===== config.mk =====
export PLATFORM = sky130hd
export DESIGN_NAME = scm_serial
export DESIGN_NICKNAME = d
export VERILOG_FILES = /design/src/logic/scm_pkg.sv /design/src/logic/scm_serial.sv
export VERILOG_INCLUDE_DIRS = /design/src /design/src/logic
export SDC_FILE = /design/constraint.sdc
export NUM_CORES = 1
export LEC_CHECK = 0
export ABC_AREA = 0
export BUFFER_PORTS_ARGS = -buffer_cell sky130_fd_sc_hd__buf_2
export CAP_MARGIN = 10
export CORE_MARGIN = 2
export CORE_UTILIZATION = 50
export DETAILED_ROUTE_END_ITERATION = 10
export HOLD_SLACK_MARGIN = 0.03
export PLACE_DENSITY = 0.75
export SYNTH_ARGS = -nofsm -noshare
export SYNTH_HDL_FRONTEND = slang
export SYNTH_SLANG_ARGS = --single-unit

===== constraint.sdc =====
create_clock -name clk -period 5.8 [get_ports clk]
set_clock_uncertainty 0.1 [all_clocks]
set_input_delay 1.74 -clock clk [delete_from_list [all_inputs] [get_ports clk]]
set_output_delay 1.74 -clock clk [all_outputs]
set_load 0.03 [all_outputs]

===== src/logic/scm_defines.svh =====
// timing counts, bit positions and reset values for the serial module
`ifndef SCM_DEFINES_SVH
`define SCM_DEFINES_SVH
`define SCM_CLK_NS 20
`define SCM_BITCLK_NS 160
`define SCM_BITCLK_CYC (`SCM_BITCLK_NS / `SCM_CLK_NS)
`define SCM_LOW_WINDOW_CYC (3 * `SCM_BITCLK_CYC + 1)
`define SCM_FAULT_BIT 4'h6
`define SCM_LAST_BIT 4'h7
`define SCM_START_HOLD_CYC 8'h08
`define SCM_UART_BIT_CYC 8'h10
`define SCM_UART_HALF_CYC 8'h08
`define SCM_UART_STOP_IDX 4'h8
`define SCM_BYTE_RESET 8'h00
`endif


===== src/logic/scm_pkg.sv =====
// types shared by the serial module
package scm_pkg;
  typedef enum logic [3:0] {
    MM_IDLE = 4'b0001,
    MM_WAIT = 4'b0010,
    MM_START = 4'b0100,
    MM_ACTIVE = 4'b1000
  } scm_master_type;

  typedef enum logic [1:0] {
    UR_IDLE = 2'b01,
    UR_SHIFT = 2'b10
  } scm_uart_type;

  typedef struct packed {
    logic [7:0] data;
    logic framing_error;
  } scm_uart_byte_type;
endpackage : scm_pkg


===== src/logic/scm_serial.sv =====
// serial module: i2c receive window, multi-master start wait, uart receive after soft reset
`timescale 1ns/1ns
`include "scm_defines.svh"

module scm_serial (
  input wire logic clk,
  input wire logic rst,
  input wire logic scl_in,
  input wire logic sda_in,
  output logic scl_out,
  output logic scl_oe,
  output logic sda_out,
  output logic sda_oe,
  input wire logic uart_rxd,
  input wire logic soft_reset_bit,
  input wire logic sync_mode_bit,
  input wire logic multi_master_enable,
  input wire logic transmitter_select,
  input wire logic start_request_set,
  input wire logic rx_buf_read,
  input wire logic tx_buf_write,
  input wire logic [7:0] tx_buf_data,
  output logic clock_low_flag,
  output logic [7:0] i2c_receive_buffer,
  output logic rx_pending_flag,
  output logic rx_abort_flag,
  output logic bus_busy,
  output logic start_request_bit,
  output logic tx_pending_flag,
  output logic [7:0] tx_holding_buffer,
  output logic tx_discard,
  output logic activity_flag,
  output scm_pkg::scm_uart_byte_type uart_byte,
  output logic uart_byte_valid
);
  // ----------------------------------------
  // pin synchronisers
  // ----------------------------------------
  logic [1:0] scl_sync;
  logic [1:0] sda_sync;
  logic [1:0] rxd_sync;
  logic scl_prev;
  logic sda_prev;

  always_ff @(posedge clk or posedge rst) begin
    if (rst) begin
      scl_sync <= 2'h3;
      sda_sync <= 2'h3;
      rxd_sync <= 2'h3;
      scl_prev <= 1'b1;
      sda_prev <= 1'b1;
    end else begin
      scl_sync <= {scl_sync[0], scl_in};
      sda_sync <= {sda_sync[0], sda_in};
      rxd_sync <= {rxd_sync[0], uart_rxd};
      scl_prev <= scl_sync[1];
      sda_prev <= sda_sync[1];
    end
  end

  logic scl;
  logic sda;
  logic scl_rise;
  logic scl_fall;
  logic start_seen;
  logic stop_seen;
  assign scl = scl_sync[1];
  assign sda = sda_sync[1];
  assign scl_rise = scl & ~scl_prev;
  assign scl_fall = ~scl & scl_prev;
  assign start_seen = scl & scl_prev & ~sda & sda_prev;
  assign stop_seen = scl & scl_prev & sda & ~sda_prev;

  // ----------------------------------------
  // bus state and clock-low timer
  // ----------------------------------------
  logic [7:0] low_cnt;

  always_ff @(posedge clk or posedge rst) begin
    if (rst) begin
      bus_busy <= 1'b0;
      low_cnt <= 8'h00;
    end else begin
      if (soft_reset_bit || stop_seen) begin
        bus_busy <= 1'b0;
      end else if (start_seen) begin
        bus_busy <= 1'b1;
      end
      if (scl) begin
        low_cnt <= 8'h00;
      end else if (low_cnt != 8'hFF) begin
        low_cnt <= low_cnt + 8'h01;
      end
    end
  end

  assign clock_low_flag = ~scl;

  // ----------------------------------------
  // i2c receiver, double buffered
  // ----------------------------------------
  logic [7:0] rx_shift;
  logic [3:0] rx_bit;
  logic low_window_done;
  logic fault_read;
  assign low_window_done = low_cnt >= 8'(`SCM_LOW_WINDOW_CYC);
  // a pending byte read during the seventh bit of the next byte, before scl has been low for SCM_LOW_WINDOW_CYC cycles, aborts it
  assign fault_read = rx_buf_read && rx_pending_flag && (rx_bit == `SCM_FAULT_BIT)
    && !low_window_done;

  always_ff @(posedge clk or posedge rst) begin
    if (rst) begin
      rx_shift <= `SCM_BYTE_RESET;
      rx_bit <= 4'h0;
      i2c_receive_buffer <= `SCM_BYTE_RESET;
      rx_pending_flag <= 1'b0;
      rx_abort_flag <= 1'b0;
    end else if (soft_reset_bit) begin
      rx_bit <= 4'h0;
      rx_pending_flag <= 1'b0;
      rx_abort_flag <= 1'b0;
    end else begin
      if (start_seen || stop_seen || fault_read) begin
        rx_bit <= 4'h0;
      end else if (scl_rise && !transmitter_select) begin
        rx_shift <= {rx_shift[6:0], sda};
        rx_bit <= (rx_bit == `SCM_LAST_BIT) ? 4'h0 : rx_bit + 4'h1;
      end
      if (fault_read) begin
        rx_abort_flag <= 1'b1;
      end else if (start_seen) begin
        rx_abort_flag <= 1'b0;
      end
      if (scl_rise && !transmitter_select && rx_bit == `SCM_LAST_BIT && !fault_read) begin
        i2c_receive_buffer <= {rx_shift[6:0], sda};
        rx_pending_flag <= 1'b1;
      end else if (rx_buf_read) begin
        rx_pending_flag <= 1'b0;
      end
    end
  end

  // ----------------------------------------
  // multi-master start sequencing
  // ----------------------------------------
  scm_pkg::scm_master_type mm_state;
  logic [7:0] start_cnt;
  logic tx_ok;
  assign tx_ok = tx_buf_write && mm_state == scm_pkg::MM_ACTIVE;
  assign tx_discard = tx_buf_write && mm_state == scm_pkg::MM_WAIT;

  always_ff @(posedge clk or posedge rst) begin
    if (rst) begin
      mm_state <= scm_pkg::MM_IDLE;
      start_cnt <= 8'h00;
    end else if (soft_reset_bit) begin
      mm_state <= scm_pkg::MM_IDLE;
      start_cnt <= 8'h00;
    end else begin
      unique case (mm_state)
        scm_pkg::MM_IDLE: begin
          if (start_request_bit && transmitter_select) begin
            if (multi_master_enable && bus_busy) begin
              mm_state <= scm_pkg::MM_WAIT;
            end else begin
              mm_state <= scm_pkg::MM_START;
            end
          end
          start_cnt <= 8'h00;
        end
        scm_pkg::MM_WAIT: begin
          if (!bus_busy) begin
            mm_state <= scm_pkg::MM_START;
          end
        end
        scm_pkg::MM_START: begin
          start_cnt <= start_cnt + 8'h01;
          if (start_cnt == `SCM_START_HOLD_CYC) begin
            mm_state <= scm_pkg::MM_ACTIVE;
          end
        end
        scm_pkg::MM_ACTIVE: begin
          if (!transmitter_select) begin
            mm_state <= scm_pkg::MM_IDLE;
          end
        end
      endcase
    end
  end

  always_ff @(posedge clk or posedge rst) begin
    if (rst) begin
      start_request_bit <= 1'b0;
      tx_pending_flag <= 1'b0;
      tx_holding_buffer <= `SCM_BYTE_RESET;
    end else if (soft_reset_bit) begin
      start_request_bit <= 1'b0;
      tx_pending_flag <= 1'b0;
    end else begin
      if (start_request_set) begin
        start_request_bit <= 1'b1;
      end else if (mm_state == scm_pkg::MM_START && start_cnt == `SCM_START_HOLD_CYC) begin
        start_request_bit <= 1'b0;
      end
      if (mm_state == scm_pkg::MM_WAIT && scl_fall) begin
        tx_pending_flag <= 1'b1;
      end else if (mm_state == scm_pkg::MM_START && start_cnt == `SCM_START_HOLD_CYC) begin
        tx_pending_flag <= 1'b1;
      end else if (tx_buf_write) begin
        tx_pending_flag <= 1'b0;
      end
      if (tx_ok) begin
        tx_holding_buffer <= tx_buf_data;
      end
    end
  end

  assign sda_out = 1'b0;
  assign sda_oe = mm_state == scm_pkg::MM_START;
  assign scl_out = 1'b0;
  assign scl_oe = 1'b0;

  // ----------------------------------------
  // uart receiver
  // ----------------------------------------
  scm_pkg::scm_uart_type ur_state;
  logic [7:0] ur_cnt;
  logic [3:0] ur_idx;
  logic [7:0] ur_shift;
  logic stale_frame;
  logic rxd;
  assign rxd = rxd_sync[1];
  assign activity_flag = ur_state == scm_pkg::UR_SHIFT;

  always_ff @(posedge clk or posedge rst) begin
    if (rst) begin
      stale_frame <= 1'b0;
    end else if (soft_reset_bit && activity_flag) begin
      stale_frame <= 1'b1;
    end else if (soft_reset_bit && sync_mode_bit) begin
      stale_frame <= 1'b0;
    end else if (uart_byte_valid) begin
      stale_frame <= 1'b0;
    end
  end

  always_ff @(posedge clk or posedge rst) begin
    if (rst) begin
      ur_state <= scm_pkg::UR_IDLE;
      ur_cnt <= 8'h00;
      ur_idx <= 4'h0;
      ur_shift <= `SCM_BYTE_RESET;
      uart_byte <= '0;
      uart_byte_valid <= 1'b0;
    end else if (soft_reset_bit || sync_mode_bit) begin
      ur_state <= scm_pkg::UR_IDLE;
      ur_cnt <= 8'h00;
      ur_idx <= 4'h0;
      uart_byte_valid <= 1'b0;
    end else begin
      uart_byte_valid <= 1'b0;
      unique case (ur_state)
        scm_pkg::UR_IDLE: begin
          ur_idx <= 4'h0;
          if (!rxd) begin
            ur_state <= scm_pkg::UR_SHIFT;
            ur_cnt <= `SCM_UART_HALF_CYC + `SCM_UART_BIT_CYC;
          end
        end
        scm_pkg::UR_SHIFT: begin
          if (ur_cnt != 8'h00) begin
            ur_cnt <= ur_cnt - 8'h01;
          end else if (ur_idx == `SCM_UART_STOP_IDX) begin
            ur_state <= scm_pkg::UR_IDLE;
            uart_byte.data <= ur_shift;
            uart_byte.framing_error <= !rxd || stale_frame;
            uart_byte_valid <= 1'b1;
          end else begin
            ur_shift <= {rxd, ur_shift[7:1]};
            ur_idx <= ur_idx + 4'h1;
            ur_cnt <= `SCM_UART_BIT_CYC - 8'h01;
          end
        end
      endcase
    end
  end
endmodule : scm_serial


== Yosys cells after proc, flatten, opt, wreduce, memory -nomap -nowiden ==
Index checks and enable logic that the tools add are counted.
Operators by class
  reductions and logical operators: 42
  bitwise operators: 16
  add/subtract/negate cells: 5
  $lt $le $gt $ge: 1
  muxes and demuxes: 51
  equal/unequal tests: 20
Operators with widths (count)
  two-way mux 8 bit: 7
  two-way mux 4 bit: 12
  one-hot mux 8 bit (2 select lines): 2
  two-way mux 1 bit: 22
  inequality test 3 bit, second input constant: 6
  nonzero test 3 bit: 6
  adder 8 x 1 -> 8 bit, second input constant: 2
  one-hot mux 4 bit (4 select lines): 1
  logical AND 1 bit: 14
  == test 4 x 3 -> 1 bit, second input constant: 3
  AND reduction 4 bit: 3
  inverter 1 bit: 9
  adder 4 x 1 -> 4 bit, second input constant: 2
  == test 4 bit, second input constant: 2
  == test 8 x 4 -> 1 bit, second input constant: 1
  greater-or-equal comparator 8 x 5 -> 1 bit, second input constant: 1
  two-way mux 2 bit: 4
  inequality test 8 bit, second input constant: 1
  one-hot mux 4 bit (2 select lines): 1
  AND reduction 2 bit: 4
  nonzero test 8 bit: 1
  subtractor 8 x 1 -> 8 bit, second input constant: 1
  bitwise AND 1 bit: 7
  inequality test 3 x 1 -> 1 bit, second input constant: 2
  other kinds (12): 21
Word-level totals
  output and inout bits: 38
  register bits: 93

== Logic depth before layout (Yosys ltp) ==
Gate-level depths: netlist (run 1).
  depth in word-level cells: 7
  gate-level depth with buffers: 7
  depth with buffers taken out: 6

== Least setup slack after synthesis (run 1) ==
Ideal clock, no wire load.
  kind: input -> output
  from: input port tx_buf_write
  to: output port tx_discard
  setup slack: 1.944 ns
  arrival: 2.016 ns
  cell stages on the path: 1
  path buffers: 0
  path through: and2_1
Between the ends
  word-level cells in the longest chain between the ends: 1
Ends and longest elaborated chain
  start, declared: line scm_serial.sv:21  | input wire logic tx_buf_write,
  logical AND 1 bit: line scm_serial.sv:150  | assign tx_discard = tx_buf_write && mm_state == scm_pkg::MM_WAIT;
  end, declared: line scm_serial.sv:31  | output logic tx_discard,
Every way passes these cells.

== Final worst setup path (run 1) ==
Ends and elaborated chain as after synthesis.

==> results of run 1 <==
==> final timing paths <==
kind	cells after the start	end	from
setup / recovery	3	tx_discard	tx_buf_write
hold / removal	0	sda_sync[1]	sda_sync[0]
setup reg to reg	6	ur_cnt[1]	ur_cnt[0]
hold reg to reg	0	sda_sync[1]	sda_sync[0]
max in group asynchronous	3	sda_sync[1]	rst
min in group asynchronous	2	start_cnt[6]	rst
==> metal layers <==
layer	part of all wire, %	GRT usage (%)	wire length (um)
met3	4.5	4.422	354
met1	45	25.61	3581
met5	0	0	0
met2	50	30.73	3939
met4	0.88	6.103	70
==> worst register-to-register path: cells and delay by family, from the launching register on <==
kind	cells	cell delay, ns
buf+inv	1	0.10
simple gates	2	1.01
flops	1	0.44
compound gates	1	0.39
mux	1	0.39
fa+ha+maj	1	0.15
==> sequential cells by signal, indices dropped and copies added, names as in the netlist, 7 cells and up <==
| register | count |
|---|---|
| i2c_receive_buffer | 8 |
| low_cnt | 8 |
| rx_shift | 7 |
| start_cnt | 8 |
| tx_holding_buffer | 8 |
| uart_byte | 9 |
| ur_cnt | 8 |
| ur_shift | 8 |
==> power breakdown <==
part           internal [mW]  leakage [nW]  switching [mW]
logic                 0.0436          1.07          0.0628
clock network          0.245         0.104           0.219
registers              0.676          1.25          0.0268
total                  0.965          2.42           0.309
==> logic make-up after synthesis <==
group / after synthesis
and+or+nand+nor: 124
other: 1
muxes: 45
DFF: 93
AOI/OAI and AO/OA: 57
xor gates and xnor gates: 9
adders and majority gates: 11
buffers and inverters: 29
==> layout make-up <==
| cell class | instances | area, um2 |
|---|---|---|
| Clock inverter | 5 | 85.08 |
| Sequential cell | 93 | 2340 |
| Multi-Input combinational cell | 249 | 1814 |
| Inverter | 19 | 73.82 |
| Timing Repair Buffer | 55 | 277.8 |
| Clock buffer | 11 | 131.4 |
| Tap cell | 105 | 131.4 |
| Fill cell | 718 | 3405 |
==> cell usage after synthesis (4+ instances only) <==
cell type and instances:
xor2_1 5, buf_4 4, dfstp_2 10, mux2_2 41, mux2i_1 4, and3_1 5, xnor2_1 4, nor3_1 9
a21oi_1 15, inv_1 18, nand3b_1 5, nor3b_1 5, nand2_1 29, nor2_1 28, o21ai_0 12, nand4_1 4
ha_1 11, nand3_1 13, dfrtp_1 83, a32o_1 4
==> per-stage QoR <==
step	power, mW	setup WS (ns)	area [um2]	std cells	utilization, %
floorplan	0.7897	1.556	4282	371	-
global placement	0.8162	1.700	4637	521	56.15
detailed placement	0.8229	1.598	4637	521	56.15
CTS	1.290	1.814	4853	537	58.77
global route	1.334	1.769	4853	537	58.77
finish	1.273	1.812	4853	537	58.77
==> impl_metrics.yaml, run 1 <==
status:
  status: "completed"
logic_synthesis:
  synth_xor_area_share_pct: 1.844
  synthMuxAreaShare_pct: 11.74
  yosysSeqAreaShare_pct: 54.74
  postSynthCellCount: 369
  yosysWarnings: 0
  synth_seq_cells: 93
  synth_top_family_by_area: "simple AND/OR/NAND/NOR gates"
  ys_async_sr_fraction_pct: 100.0
  synth_top_area_share_pct: 48.59
  synth_ff_type: "dfrtp_1"
  synthesis.area_um2: 4274
  synth_top_area_cell: "dfrtp_1"
  synth_edf_count: 0
  synth_cell_type_count: 60
  yosys-top-cells-area: "dfrtp_1 49%, mux2_2 11%, dfstp_2 6.1%"
  synth_fa_ha_area_share_pct: 3.220
  avgSynthCellArea_um2: 11.58
  synth-simple-area-share_pct: 16.25
  synth_compound_gate_area_share_pct: 9.133
job:
  maxCapViolations: 0
critical_path:
  cpPeakStageDelay_ns: 0.17
  path_cells: "buf_2 -> and2_1 -> buf_2"
  r2r_setup_slack_ns: 3.12
  crit_top_cell: "buf_2"
  critPathTopFamily: "buffers and inverters"
  cp_max_fo: 3
  path_buf_inv: 2
  cp.arrival_ns: 2.15
  critPathRequiredTime_ns: 3.96
  slowest_stage: "buf_2"
  startpoint_type: "primary input"
  criticalPathCategory: "primary input to primary output"
  end_kind: "primary output"
timing:
  slew_violations: 0
  whs_ns: 0.2519
  tightest_slew_ns: 0.9582
  setup_tns_ns: 0
  min_period_ns: 3.988
  timing.final.crit_share_pct: 68.76
  final-hold-violation-count: 0
  grt_setup_unrepaired: "no"
  setup-violations-final: 0
  slew_headroom_pct: 36.05
  fmax_mhz: 250.7
global_routing:
  grt-ovfl-total: 0
  grtUsageTotal_pct: 19.03
  antenna_found_initial: 0
  first_global_vias: 2977
  grt_max_degree: 60
  grt_pass1_wl_mm: 13.71
drt:
  final_antenna_net_count: 0
  wirelength_mm: 7.945
  drc_errors: 0
  routed_via_density: 5.587
  drtIter0Drc: 183
  wl_per_cell_um: 14.80
  drtPass1Iterations: 4
  vias: 3000
place:
  portBuffers: 54
  dpl.hpwl_mm: 5.620
  gp_congestion: 0.8157
clock_tree:
  clock_insertion_delay_worst_skew_ns: 0.35
  clock_path_buffers: 2
  htreeDepth: 3
  cts_tree: "built"
  cts_made_buffers: 9
  clkSinkCount: 93
  post-cts-setup-buffer-count: 0
  cts.repair.resized: 0
  cts-root-buf: "clkbuf_8"
  holdBufCountCts: 0
  clkTransAtPathRegs_ns: 0.08
floorplan:
  die_w_um: 96.46
  die_area_um2: 9304
  die_y_um: 96.46
  rows: 33
  fp.coreArea_um2: 8258
  start_util_pct: 51.76
  ios: 58
layout:
  synthToLayoutAreaGrowth_pct: 13.55
  diodes: 0
  nNetsFinal: 458
  final_common_cell: "dfrtp_1"
  final_cell_mix: "83 x dfrtp_1, 54 x buf_2, 41 x mux2_2, 29 x nand2_1, 28 x nor2_1"
  drive_gt1_share_pct: 30.32
power_and_ir_drop:
  power_density_nw_per_um2: 262.3
  p_leak_nw: 2.423
  peakVddDrop_v: 0.0001240
hold_path:
  hold_path_class: "flop to flop"
No activity file was read; power rests on OpenSTA's default activity.
==> inputs of run 2 (changes only) <==
--- a/config.mk
+++ b/config.mk
@@ -6,14 +6,14 @@
 export SDC_FILE = /design/constraint.sdc
 export NUM_CORES = 1
 export LEC_CHECK = 0
-export ABC_AREA = 0
+export ABC_AREA = 1
 export BUFFER_PORTS_ARGS = -buffer_cell sky130_fd_sc_hd__buf_2
 export CAP_MARGIN = 10
 export CORE_MARGIN = 2
 export CORE_UTILIZATION = 50
 export DETAILED_ROUTE_END_ITERATION = 10
 export HOLD_SLACK_MARGIN = 0.03
-export PLACE_DENSITY = 0.75
+export PLACE_DENSITY = 0.77
 export SYNTH_ARGS = -nofsm -noshare
 export SYNTH_HDL_FRONTEND = slang
 export SYNTH_SLANG_ARGS = --single-unit
==> constraint.sdc (replaced) <==
create_clock -name clk -period 3.6 [get_ports clk]
set_clock_uncertainty 0.1 [all_clocks]
set_input_delay 1.08 -clock clk [delete_from_list [all_inputs] [get_ports clk]]
set_output_delay 1.08 -clock clk [all_outputs]
set_load 0.03 [all_outputs]
==> run 2 against run 1 <==
Effect of this change: combinational power rose to 3.1 times the previous value; wire length up 8.4%; global-route usage up 0.21 points; largest cell class unchanged; clock power up 52%; clock-buffer cell count down 1; total power up 74%; critical path depth up 1; highest routed layer unchanged; critical endpoint unchanged.
==> impl_metrics.yaml, run 2 <==
floorplan:
  die_area_um2: 9473
  die_y_um: 97.33
  start_util_pct: 50.68
  die_w_um: 97.33
  rows: 34
  ios: 58
  fp.coreArea_um2: 8593
timing:
  setup_tns_ns: 0
  fmax_mhz: 346.1
  tightest_slew_ns: 0.8034
  final-hold-violation-count: 0
  layout_setup_ws_ns: 0.7103
  grt_setup_unrepaired: "no"
  slew_violations: 0
  timing.final.crit_share_pct: 80.27
  min_period_ns: 2.890
  slew_headroom_pct: 46.44
  setup-violations-final: 0
logic_synthesis:
  yosysMostFrequentCell: "nand2_1"
  yosys-top-cells-area: "dfrtp_1 48%, nand2_1 13%, dfstp_2 6.0%"
  postSynthCellCount: 516
  synthesis.area_um2: 4355
  synth_seq_cells: 93
  avgSynthCellArea_um2: 8.441
  synth_edf_count: 0
  synth_ff_type: "dfrtp_1"
  synth_top_area_share_pct: 47.69
  synth_top_area_cell: "dfrtp_1"
  ys_async_sr_fraction_pct: 100.0
  synth_top_cells_by_count: "150 x nand2_1, 83 x dfrtp_1, 56 x inv_1"
  yosysSeqAreaShare_pct: 53.72
  yosysWarnings: 0
  synth_cell_type_count: 33
critical_path:
  reg2reg_to: "rx_shift[1]"
  critPathRequiredTime_ns: 2.42
  r2r-start: "sda_prev"
  startpoint_type: "primary input"
  crit_start: "tx_buf_write"
  reg2reg_depth: 7
  cp-endpoint: "tx_discard"
  cp_max_fo: 2
  criticalPathCategory: "primary input to primary output"
  cp.arrival_ns: 1.71
  r2r_setup_slack_ns: 1.43
  end_kind: "primary output"
clock_tree:
  htreeDepth: 3
  cts.repair.resized: 0
  holdBufCountCts: 0
  clkTransAtPathRegs_ns: 0.09
  cts_made_buffers: 9
  post-cts-setup-buffer-count: 0
  clkSinkCount: 93
  cts-root-buf: "clkbuf_8"
  clock_path_buffers: 2
  clock_insertion_delay_worst_skew_ns: 0.36
  cts_tree: "built"
drt:
  routed_via_density: 5.148
  wirelength_mm: 8.610
  final_antenna_net_count: 0
  drc_errors: 0
  drtPass1Iterations: 4
  wl_per_cell_um: 12.50
  vias: 3547
  drtIter0Drc: 142
global_routing:
  antenna_found_initial: 0
  grt.met2_usage_pct: 31.62
  grtUsageMet3_pct: 3.525
  grtUsageTotal_pct: 19.24
  top_usage_layer: "met2"
  first_global_vias: 3461
  use_met1_pct: 25.25
  grt_pass1_wl_mm: 15.05
  grt-ovfl-total: 0
  grt_max_degree: 47
layout:
  diodes: 0
  largest_reg_flops: 9
  multi_input_area_um2: 1730
  final_util_pct: 57.47
  final_cell_mix: "150 x nand2_1, 83 x dfrtp_1, 55 x inv_1, 54 x buf_2, 43 x nand3_1"
  final_common_cell: "nand2_1"
  instances_no_fill: 689
  drive_gt1_share_pct: 16.52
  nNetsFinal: 607
  synthToLayoutAreaGrowth_pct: 13.39
  fill_cells: 788
  ff_latch_area_um2: 2340
  largest_register: "uart_byte"
power_and_ir_drop:
  peakVddDrop_v: 0.0002047
  p_leak_nw: 2.647
  power_density_nw_per_um2: 449.4
hold_path:
  hold_path_class: "flop to flop"
place:
  dpl.hpwl_mm: 6.200
  gp_congestion: 0.8890
  portBuffers: 54
  pre_cts_ws_ns: 0.5376
  place_inst: 673
job:
  maxCapViolations: 0
status:
  status: "completed"
-- run 2: cell count changes after synthesis, moves of 4 or more --
cell / delta
a32o_1: -4
o22ai_1: +5
buf_2: +4
mux2_2: -41
mux2i_1: -4
and3_1: -5
nand4_1: +15
nand2_1: +121
a21oi_1: -6
inv_1: +38
nor3b_1: -4
o21ai_0: +29
nand3_1: +30
nor2_1: +12
-- run 2: routing by layer --
metal	share of wire, %	vias to the layer above
li1	-	1780
met1	46	1667
met2	47	82
met3	4.5	18
met4	2.0	0
met5	0	-
-- run 2: worst min path at each step --
stage / start / to / slack, ns / cells past startpoint
final: scl_sync[0] / scl_sync[1] / 0.26 / 0
after global routing: scl_sync[0] / scl_sync[1] / 0.25 / 0
after CTS: scl_sync[0] / scl_sync[1] / 0.26 / 0
after detailed placement: sda_sync[0] / sda_sync[1] / 0.25 / 0
after global placement: scl_sync[0] / scl_sync[1] / 0.25 / 0
after floorplan: rxd_sync[0] / rxd_sync[1] / 0.25 / 0
-- run 2: cell families after synthesis --
logic type,share of synthesized area [%]
XOR/XNOR,1.207
buffers and inverters,6.722
flip-flops,53.72
AND/OR/NAND/NOR,27.49
adder cells (fa/ha/maj),3.160
other,0.08610
AO/OA/AOI/OAI,7.613
-- run 2: layout make-up --
type                            count  area share (%)
Clock inverter                      6           1.444
Timing Repair Buffer               59           6.233
Inverter                           60           4.586
Clock buffer                       10           2.584
Tap cell                          108           2.736
Sequential cell                    93           47.38
Multi-Input combinational cell    353           35.04
-- run 2: critical path: stages --
cell and delay (ns):
buf_2 0.10, inv_1 0.05, nor4_1 0.23, buf_2 0.25
-- run 2: report_power, final --
part,total (mW),switching (mW),internal (mW),leakage [nW]
sequential,1.18,0.0556,1.13,1.22
combinational,0.330,0.236,0.0944,1.34
clock,0.705,0.377,0.328,0.0935
-- run 2: metrics by stage --
| step | hold WS, ns | area (um2) | power, mW |
|---|---|---|---|
| finish | 0.2593 | 4938 | 2.219 |
| global route | 0.2547 | 4938 | 2.334 |
| CTS | 0.2565 | 4938 | 2.244 |
| detailed placement | 0.2469 | 4740 | 1.535 |
| global placement | 0.2456 | 4740 | 1.518 |
| floorplan | 0.2452 | 4363 | 1.435 |
